$ cat src/osg_pkg.sv
// Package: register map, field layout and reset values of the operation status group
package osg_pkg;

	localparam int OSG_DATA_W = 16;
	localparam int OSG_ADDR_W = 8;

	// Register byte addresses, one aligned word each
	localparam logic [7:0] OSG_COND_ADDR = 8'h00;
	localparam logic [7:0] OSG_RISE_ADDR = 8'h04;
	localparam logic [7:0] OSG_FALL_ADDR = 8'h08;
	localparam logic [7:0] OSG_EVENT_ADDR = 8'h0C;
	localparam logic [7:0] OSG_ENABLE_ADDR = 8'h10;
	localparam logic [7:0] OSG_STATUS_ADDR = 8'h14;

	// Condition bit positions
	localparam int OSG_CAL_BIT = 0;
	localparam int OSG_TRIG_BIT = 5;
	localparam int OSG_VREG_BIT = 8;
	localparam int OSG_IREG_BIT = 10;

	// Summary flag position in the status byte
	localparam int OSG_SUMMARY_BIT = 7;

	// Reset values
	localparam logic [15:0] OSG_RISE_RST = 16'h0000;
	localparam logic [15:0] OSG_FALL_RST = 16'h0000;
	localparam logic [15:0] OSG_ENABLE_RST = 16'h0000;
	localparam logic [15:0] OSG_EVENT_RST = 16'h0000;

	// Mask of implemented condition bits
	localparam logic [15:0] OSG_USED_MASK = 16'h0521;

	typedef struct packed {
		logic [OSG_ADDR_W-1:0] addr;
		logic [OSG_DATA_W-1:0] wdata;
		logic wr;
		logic rd;
	} osg_req_t;

	typedef struct packed {
		logic calibrating;
		logic awaiting_trigger_flag;
		logic voltage_regulation_flag;
		logic current_regulation_flag;
	} osg_cond_t;

endpackage

$ cat src/osg_top.sv
// Operation status group: condition, edge filters, latching events, enable and summary
// How it works
// - Condition register mirrors live signals; writes to it are ignored.
// - Rising and falling edge masks are read/write.
// - A passed transition sets its event bit, which stays until cleared.
// - Reading the event register returns it, then clears all bits except those set in the same cycle.
// - Enable register is read/write.
// - OR of group outputs forms summary flag at status byte bit 7.
// - Rising mask passes rising edges; both masks pass any, none pass none.
// - Falling mask passes falling edges.
// - Writing a mask can itself raise an event from the current level.
// - Bits 0 calibration, 5 awaiting trigger, 8 voltage reg, 10 current reg.
`timescale 1ns/1ps
module osg_top
	import osg_pkg::*;
(
	// Clock and reset
	input wire logic sys_clk,
	input wire logic resetn,
	// Register port
	input wire osg_pkg::osg_req_t req,
	output logic [osg_pkg::OSG_DATA_W-1:0] rdata,
	// Monitored signals from the power module
	input wire osg_pkg::osg_cond_t cond_in,
	// Summary and interrupt
	output logic operation_summary_flag,
	output logic irq
);
	import osg_pkg::*;

	osg_cond_t cond_sync;
	logic [15:0] cond_vec;
	logic [15:0] cond_prev_reg;
	logic [15:0] cond_prev_next;
	logic [15:0] rise_reg;
	logic [15:0] rise_next;
	logic [15:0] fall_reg;
	logic [15:0] fall_next;
	logic [15:0] enable_reg;
	logic [15:0] enable_next;
	logic [15:0] event_reg;
	logic [15:0] event_next;
	logic [15:0] set_vec;
	logic [15:0] rdata_next;
	logic [15:0] status_byte;
	logic rise_wr;
	logic fall_wr;
	logic event_rd;

	// Pins come from another domain
	osg_sync #(.W(4)) u_sync
	(
		.sys_clk(sys_clk),
		.resetn(resetn),
		.d_in(cond_in),
		.d_out(cond_sync)
	);

	// Condition register is only a view of live inputs
	always_comb
	begin
		cond_vec = 16'h0000;
		cond_vec[OSG_CAL_BIT] = cond_sync.calibrating;
		cond_vec[OSG_TRIG_BIT] = cond_sync.awaiting_trigger_flag;
		cond_vec[OSG_VREG_BIT] = cond_sync.voltage_regulation_flag;
		cond_vec[OSG_IREG_BIT] = cond_sync.current_regulation_flag;
	end

	assign rise_wr = req.wr && (req.addr == OSG_RISE_ADDR);
	assign fall_wr = req.wr && (req.addr == OSG_FALL_ADDR);
	assign event_rd = req.rd && (req.addr == OSG_EVENT_ADDR);

	// Edge detection and filtering, one slice per bit
	genvar gi;
	generate
		for (gi = 0; gi < 16; gi++)
		begin : g_filter
			logic rose;
			logic fell;
			logic newly_rise;
			logic newly_fall;
			assign rose = cond_vec[gi] && !cond_prev_reg[gi];
			assign fell = !cond_vec[gi] && cond_prev_reg[gi];
			// A mask bit going 0->1 while the level already sits there counts as an edge
			assign newly_rise = rise_wr && req.wdata[gi] && !rise_reg[gi] && cond_vec[gi];
			assign newly_fall = fall_wr && req.wdata[gi] && !fall_reg[gi] && !cond_vec[gi];
			assign set_vec[gi] = (rose && rise_reg[gi])
				|| (fell && fall_reg[gi])
				|| newly_rise || newly_fall;
		end
	endgenerate

	always_comb
	begin
		cond_prev_next = cond_vec;
		rise_next = rise_reg;
		fall_next = fall_reg;
		enable_next = enable_reg;
		if (rise_wr)
			rise_next = req.wdata;
		if (fall_wr)
			fall_next = req.wdata;
		if (req.wr && (req.addr == OSG_ENABLE_ADDR))
			enable_next = req.wdata;
		// Clear on read, but a set arriving in the same cycle wins
		event_next = event_rd ? 16'h0000 : event_reg;
		event_next = event_next | (set_vec & OSG_USED_MASK);
	end

	// Summary of enabled latched events
	always_comb
	begin
		operation_summary_flag = |(event_reg & enable_reg);
		status_byte = 16'h0000;
		status_byte[OSG_SUMMARY_BIT] = operation_summary_flag;
		irq = operation_summary_flag;
	end

	// Writes to condition, event and status addresses fall through unused
	always_comb
	begin
		rdata_next = 16'h0000;
		if (req.rd)
		begin
			unique case (req.addr)
				OSG_COND_ADDR: rdata_next = cond_vec;
				OSG_RISE_ADDR: rdata_next = rise_reg;
				OSG_FALL_ADDR: rdata_next = fall_reg;
				OSG_EVENT_ADDR: rdata_next = event_reg;
				OSG_ENABLE_ADDR: rdata_next = enable_reg;
				OSG_STATUS_ADDR: rdata_next = status_byte;
				default: rdata_next = 16'h0000;
			endcase
		end
	end

	always_ff @(posedge sys_clk or negedge resetn)
	begin
		if (!resetn)
		begin
			cond_prev_reg <= 16'h0000;
			rise_reg <= OSG_RISE_RST;
			fall_reg <= OSG_FALL_RST;
			enable_reg <= OSG_ENABLE_RST;
			event_reg <= OSG_EVENT_RST;
			rdata <= 16'h0000;
		end
		else
		begin
			cond_prev_reg <= cond_prev_next;
			rise_reg <= rise_next;
			fall_reg <= fall_next;
			enable_reg <= enable_next;
			event_reg <= event_next;
			rdata <= rdata_next;
		end
	end

	// Helper: previous-cycle read strobe on event register
	logic ev_rd_d;
	always_ff @(posedge sys_clk or negedge resetn)
	begin
		if (!resetn)
			ev_rd_d <= 1'b0;
		else
			ev_rd_d <= event_rd;
	end

	cond_view_a: assert property (@(posedge sys_clk) disable iff (!resetn)
		req.rd && req.addr == OSG_COND_ADDR |=> rdata == $past(cond_vec))
		else $error("condition read does not match live state");
	rise_rw_a: assert property (@(posedge sys_clk) disable iff (!resetn)
		rise_wr |=> rise_reg == $past(req.wdata))
		else $error("rising mask write lost");
	event_hold_a: assert property (@(posedge sys_clk) disable iff (!resetn)
		event_reg[OSG_VREG_BIT] && !event_rd |=> event_reg[OSG_VREG_BIT])
		else $error("event bit dropped without a read");
	read_clear_a: assert property (@(posedge sys_clk) disable iff (!resetn)
		event_rd && set_vec == 16'h0000 |=> event_reg == 16'h0000 && rdata == $past(event_reg))
		else $error("event read did not clear");
	enable_rw_a: assert property (@(posedge sys_clk) disable iff (!resetn)
		req.wr && req.addr == OSG_ENABLE_ADDR |=> enable_reg == $past(req.wdata))
		else $error("enable write lost");
	summary_a: assert property (@(posedge sys_clk) disable iff (!resetn)
		operation_summary_flag == (|(event_reg & enable_reg)) && irq == operation_summary_flag)
		else $error("summary flag wrong");
	rise_pass_a: assert property (@(posedge sys_clk) disable iff (!resetn)
		$rose(cond_vec[OSG_TRIG_BIT]) && rise_reg[OSG_TRIG_BIT] |=> event_reg[OSG_TRIG_BIT])
		else $error("rising edge not latched");
	fall_pass_a: assert property (@(posedge sys_clk) disable iff (!resetn)
		$fell(cond_vec[OSG_CAL_BIT]) && fall_reg[OSG_CAL_BIT] |=> event_reg[OSG_CAL_BIT])
		else $error("falling edge not latched");
	no_pass_a: assert property (@(posedge sys_clk) disable iff (!resetn)
		!rise_reg[OSG_IREG_BIT] && !fall_reg[OSG_IREG_BIT] && !rise_wr && !fall_wr
		&& !event_reg[OSG_IREG_BIT] |=> !event_reg[OSG_IREG_BIT])
		else $error("masked transition latched");
	mask_event_a: assert property (@(posedge sys_clk) disable iff (!resetn)
		rise_wr && req.wdata[OSG_VREG_BIT] && !rise_reg[OSG_VREG_BIT] && cond_vec[OSG_VREG_BIT]
		|=> event_reg[OSG_VREG_BIT])
		else $error("mask write did not raise event");
	unused_bits_a: assert property (@(posedge sys_clk) disable iff (!resetn)
		(event_reg & ~OSG_USED_MASK) == 16'h0000)
		else $error("event on unassigned bit");

	// Mask and enable registers only move on their own write strobe
	fall_rw_a: assert property (@(posedge sys_clk) disable iff (!resetn)
		fall_wr |=> fall_reg == $past(req.wdata))
		else $error("falling mask write lost");
	rise_hold_a: assert property (@(posedge sys_clk) disable iff (!resetn)
		!rise_wr |=> $stable(rise_reg))
		else $error("rising mask changed without a write");
	fall_hold_a: assert property (@(posedge sys_clk) disable iff (!resetn)
		!fall_wr |=> $stable(fall_reg))
		else $error("falling mask changed without a write");
	enable_hold_a: assert property (@(posedge sys_clk) disable iff (!resetn)
		!(req.wr && req.addr == OSG_ENABLE_ADDR) |=> $stable(enable_reg))
		else $error("enable changed without a write");

	// Read port returns the addressed register one cycle after the strobe
	rise_read_a: assert property (@(posedge sys_clk) disable iff (!resetn)
		req.rd && req.addr == OSG_RISE_ADDR |=> rdata == $past(rise_reg))
		else $error("rising mask read wrong");
	fall_read_a: assert property (@(posedge sys_clk) disable iff (!resetn)
		req.rd && req.addr == OSG_FALL_ADDR |=> rdata == $past(fall_reg))
		else $error("falling mask read wrong");
	enable_read_a: assert property (@(posedge sys_clk) disable iff (!resetn)
		req.rd && req.addr == OSG_ENABLE_ADDR |=> rdata == $past(enable_reg))
		else $error("enable read wrong");
	status_read_a: assert property (@(posedge sys_clk) disable iff (!resetn)
		req.rd && req.addr == OSG_STATUS_ADDR
		|=> rdata[OSG_SUMMARY_BIT] == $past(operation_summary_flag)
		&& (rdata & ~(16'h0001 << OSG_SUMMARY_BIT)) == 16'h0000)
		else $error("status byte read wrong");
	idle_rdata_a: assert property (@(posedge sys_clk) disable iff (!resetn)
		!req.rd |=> rdata == 16'h0000)
		else $error("read data without a read strobe");

	// Event latching, edge filtering and clear on read
	event_set_a: assert property (@(posedge sys_clk) disable iff (!resetn)
		(set_vec & OSG_USED_MASK) != 16'h0000
		|=> (event_reg & $past(set_vec) & OSG_USED_MASK) == ($past(set_vec) & OSG_USED_MASK))
		else $error("passed transition not latched");
	event_idle_a: assert property (@(posedge sys_clk) disable iff (!resetn)
		!event_rd && set_vec == 16'h0000 |=> $stable(event_reg))
		else $error("event register moved with no cause");
	no_source_a: assert property (@(posedge sys_clk) disable iff (!resetn)
		!event_reg[OSG_TRIG_BIT] && !set_vec[OSG_TRIG_BIT] |=> !event_reg[OSG_TRIG_BIT])
		else $error("event bit set with no transition");
	read_empty_a: assert property (@(posedge sys_clk) disable iff (!resetn)
		event_rd |=> (event_reg & ~$past(set_vec)) == 16'h0000)
		else $error("event bits survived a read");
	prev_track_a: assert property (@(posedge sys_clk) disable iff (!resetn)
		1'b1 |=> cond_prev_reg == $past(cond_vec))
		else $error("edge history out of step");
	rise_cal_a: assert property (@(posedge sys_clk) disable iff (!resetn)
		$rose(cond_vec[OSG_CAL_BIT]) && rise_reg[OSG_CAL_BIT] |=> event_reg[OSG_CAL_BIT])
		else $error("rising edge of calibration not latched");
	fall_trig_a: assert property (@(posedge sys_clk) disable iff (!resetn)
		$fell(cond_vec[OSG_TRIG_BIT]) && fall_reg[OSG_TRIG_BIT] |=> event_reg[OSG_TRIG_BIT])
		else $error("falling edge of trigger wait not latched");
	fall_mask_event_a: assert property (@(posedge sys_clk) disable iff (!resetn)
		fall_wr && req.wdata[OSG_CAL_BIT] && !fall_reg[OSG_CAL_BIT] && !cond_vec[OSG_CAL_BIT]
		|=> event_reg[OSG_CAL_BIT])
		else $error("falling mask write did not raise event");
	cond_unused_a: assert property (@(posedge sys_clk) disable iff (!resetn)
		(cond_vec & ~OSG_USED_MASK) == 16'h0000)
		else $error("condition on unassigned bit");

	rise_cov_c: cover property (@(posedge sys_clk) disable iff (!resetn)
		$rose(cond_vec[OSG_TRIG_BIT]) ##1 event_reg[OSG_TRIG_BIT]);
	clear_cov_c: cover property (@(posedge sys_clk) disable iff (!resetn)
		ev_rd_d && event_reg == 16'h0000);
	summary_cov_c: cover property (@(posedge sys_clk) disable iff (!resetn)
		$rose(operation_summary_flag));
	race_cov_c: cover property (@(posedge sys_clk) disable iff (!resetn)
		event_rd && set_vec != 16'h0000);
	mask_cov_c: cover property (@(posedge sys_clk) disable iff (!resetn)
		rise_wr && (req.wdata & ~rise_reg & cond_vec) != 16'h0000);
endmodule // osg_top

$ cat src/osg_sync.sv
// Two-flop synchroniser for the monitored condition inputs
`timescale 1ns/1ps
module osg_sync
#(
	parameter int W = 4
)
(
	// Clock and reset
	input wire logic sys_clk,
	input wire logic resetn,
	// Data
	input wire logic [W-1:0] d_in,
	output logic [W-1:0] d_out
);
	logic [W-1:0] meta_reg;
	logic [W-1:0] meta_next;
	logic [W-1:0] out_next;

	always_comb
	begin
		meta_next = d_in;
		out_next = meta_reg;
	end

	always_ff @(posedge sys_clk or negedge resetn)
	begin
		if (!resetn)
		begin
			meta_reg <= '0;
			d_out <= '0;
		end
		else
		begin
			meta_reg <= meta_next;
			d_out <= out_next;
		end
	end
endmodule // osg_sync

$ cat config.mk
export PLATFORM = sky130hd
export DESIGN_NAME = osg_top
export DESIGN_NICKNAME = d
export VERILOG_FILES = /design/src/osg_pkg.sv /design/src/osg_top.sv /design/src/osg_sync.sv
export SDC_FILE = /design/constraint.sdc
export NUM_CORES = 1
export LEC_CHECK = 0
export BUFFER_PORTS_ARGS = -buffer_cell sky130_fd_sc_hd__buf_2
export CORE_ASPECT_RATIO = 0.9
export CORE_UTILIZATION = 60
export DETAILED_ROUTE_END_ITERATION = 8
export GPL_TIMING_DRIVEN = 0
export PLACE_DENSITY = 0.82
export SLEW_MARGIN = 20
export SYNTH_ARGS = -nofsm -noshare
export SYNTH_HDL_FRONTEND = slang
export SYNTH_SLANG_ARGS = --single-unit
$ cat constraint.sdc
create_clock -name sys_clk -period 1.7 [get_ports sys_clk]
set_input_delay 0 -clock sys_clk [delete_from_list [all_inputs] [get_ports sys_clk]]
set_output_delay 0 -clock sys_clk [all_outputs]
set_load 0.005 [all_outputs]
==> summary.md <==
| Metric | Value |
|---|---|
| Flop pwr share | `50.5%` |
| Top cells by area, synth | `dfrtp_1 57%, mux2_2 14%, mux2_4 4.3%` |
| Reg-to-reg endpoint | `rdata[7]` |
| Pre-CTS WS | `-93.0 ps` |
| RSZ-0062 raised after global routing | `no` |
| Final worst slack | `196 ps` |
| Max Cap Viol | `0` |
| Async S/R FF share, synth | `100%` |
| Core area | `5440 um^2` |
| Post-DP Area | `3850 um^2` |
| Switch Pwr | `0.848 mW` |
| WP data required | `1700 ps` |
| CTS H-tree lvls | `3` |
| Slowest stage cell on the critical path | `dfrtp_1` |
| Gr ovfl total | `0` |
| Reg2Reg Depth | `4` |
| Post-Syn Area | `3500 um^2` |
| Worst IR drop on VDD | `0.732 mV` |
| Initial DRC Count | `212` |
| Fin cells | `420` |
| Worst slew pin tran | `712 ps` |
| Dpl cells | `384` |
| Yosys top cell area share | `57.2%` |
| Via total after detailed routing | `2516` |
| Number of CTS-inserted buffers | `9` |
| Hold Crit Class | `in -> reg` |
| Most common cell in the netlist | `dfrtp_1` |
| Pin count of the biggest net entering global routing | `43` |
| Synth unique cells | `34` |
| Synth Instances | `267` |
| Status | `complete, no violations` |
| Port Buffers | `49` |
| Nets | `381` |
| Global-route wire length before repair | `12400 um` |
| Drt total wl | `7770 um` |
| Clock Path Buffers | `2` |
| Post-synth EDFFs | `0` |
| Synthesized flop and latch total | `80` |
| Average size of a mapped cell | `13.1 um^2` |
| Power, Total | `3.99 mW` |
| CP Max Fanout | `3` |
| Initial Utilization | `64.3%` |
| Total track usage | `28.7%` |
| Synth area leader | `dfrtp_1` |
| PwrDens | `928 nW/um^2` |
| Post-synthesis sequential area ratio | `57.2%` |
| Post-CTS Setup Bufs | `0` |
| Pint | `3.14 mW` |
| Die Ht | `74.4 um` |
| Final Max Tran Viols | `0` |
| Final Hold Viols | `0` |
| Tmin final | `1500 ps` |
| Critical path endpoint | `operation_summary_flag` |
| Share of cells above drive strength 1 | `37.7%` |
| Routed Antenna Nets | `0` |
| Slew HR | `52.1%` |
| Final HPWL DP | `4940 um` |
| RR Startpoint | `event_reg[10]` |
| Final clock skew | `5.32 ps` |
| Sw frac | `21.3%` |
| Clk Latency, worst-skew pair | `350 ps` |
| Fmax | `0.665 GHz` |
| Routed WL per cell | `18.5 um` |
| Die width | `82.5 um` |
| Initial antenna violation count | `0` |
| Routability cong. | `0.824` |
| CP Launch Type | `register` |
| CTS tree | `done` |
| Critical Path Sink Type | `output pin` |
| CP Class | `reg -> out` |
| First-pass detailed-route iteration total | `6` |
| R2R setup slack | `480 ps` |
| Vias in the first global route | `2474` |
| Final setup fails | `0` |
| PostCTS Resize Cnt | `0` |
| Clk sinks | `80` |
| WP data arrival | `1500 ps` |
| Die outline area | `6140 um^2` |
| CP Launch Point | `event_reg[10]` |
| Clock power share | `41.7%` |
| Syn Nets | `299` |
| Max incr delay on CP | `410 ps` |
| Vias/cell | `5.99` |
| Worst-path clk slew | `80 ps` |
| N_diodes | `0` |
| Synthesis-to-layout area growth | `22.8%` |
| Rows | `25` |
| I/O pins | `50` |
| Root Driver | `clkbuf_8` |
| Post-route DRC violation count | `0` |
| Gate power share | `7.8%` |
| Cell Chain, Critical Path | `a22oi_1 > nand2_1 > buf_4 > buf_2` |
| Synth Warn # | `0` |
| Synth cell count leaders | `80 x dfrtp_1, 42 x mux2_2, 18 x o21ai_0` |
| Post-Layout Inst Area | `4290 um^2` |
| Fillers | `333` |
| Worst Hold Launch | `req[0]` |
| Finished Core Util | `78.9%` |
| Ys flop type | `dfrtp_1` |
| Leakage | `2.12 nW` |
| Final Cycle Share | `88.5%` |
-- cells by family (layout without fill, tap and decap cells) --
| logic type | Yosys count | in the layout | share of synthesized area (%) |
|---|---|---|---|
| buffers and inverters | 19 | 105 | 3.04 |
| DFF | 80 | 80 | 57.2 |
| AOI/OAI and AO/OA | 55 | 55 | 10.3 |
| and+or+nand+nor | 61 | 61 | 11.6 |
| muxes | 52 | 52 | 17.8 |
-- power groups by stage --
stage / sequential, mW / clock [mW] / combinational, mW
6_report: 2.01 / 1.66 / 0.311
3_3_place_gp: 2.04 / 0 / 0.257
5_1_grt: 2.02 / 1.76 / 0.342
4_1_cts: 2.01 / 1.68 / 0.312
3_5_place_dp: 2.05 / 0 / 0.273
2_1_floorplan: 2.03 / 0 / 0.131
-- layout by cell type, fill, tap and decap left out, types with 8 or more instances in the layout --
cell type       n
mux2_4         10
and3_1         14
clkbuf_8       10
buf_2          52
a22o_1          8
o21ai_0        18
mux2_2         42
nor3b_1        12
dlygate4sd3_1  21
nand2_1        13
dfrtp_1        80
a21oi_1        15
-- area by class of cell --
type,instances,area [um^2],area share [%]
tap,67,83.8,1.95
clock buffer,12,145,3.38
clock inverter,3,90.1,2.10
sequential,80,2000,46.6
timing repair buffer,71,478,11.1
buffer,15,91.3,2.13
inverter,4,15.0,0.350
multi-input combinational,168,1390,32.3
-- per-layer routing --
layer	vias to the layer above	track usage [%]	wire length, um
met3	14	7.61	458
met1	1253	38.1	3420
li1	1143	-	-
met2	106	45.2	3730
met5	-	0	0
met4	0	11.1	154
-- worst max-delay path, delay by kind of cell, from the launching register on --
kind / cells / cell delay (ps)
AO/OA/AOI/OAI: 1 / 280
buffers and inverters: 2 / 280
flip-flops: 1 / 410
AND/OR/NAND/NOR: 1 / 190
-- through the flow --
stage          TNS [ps]  hold slack, ps
2_1_floorplan         0            -296
5_1_grt               0            43.2
6_report              0            39.5
3_3_place_gp       -170             108
3_5_place_dp       -306            2.99
4_1_cts               0            15.5
-- repair_timing --
item                       4_1_cts  5_1_grt
hold buffers                    21        0
setup endpoints to repair        0        0
hold endpoints to repair        90        0
-- worst min path at each step --
stage / end / slack, ps / depth (start not counted)
3_5_place_dp: u_sync.meta_reg[1] / 3 / 1
2_1_floorplan: cond_prev_reg[0] / -300 / 0
4_1_cts: rdata[3] / 20 / 3
5_1_grt: rdata[3] / 40 / 3
6_report: rdata[3] / 40 / 3
3_3_place_gp: u_sync.meta_reg[0] / 110 / 1
No activity file was read; power rests on OpenSTA's default activity.
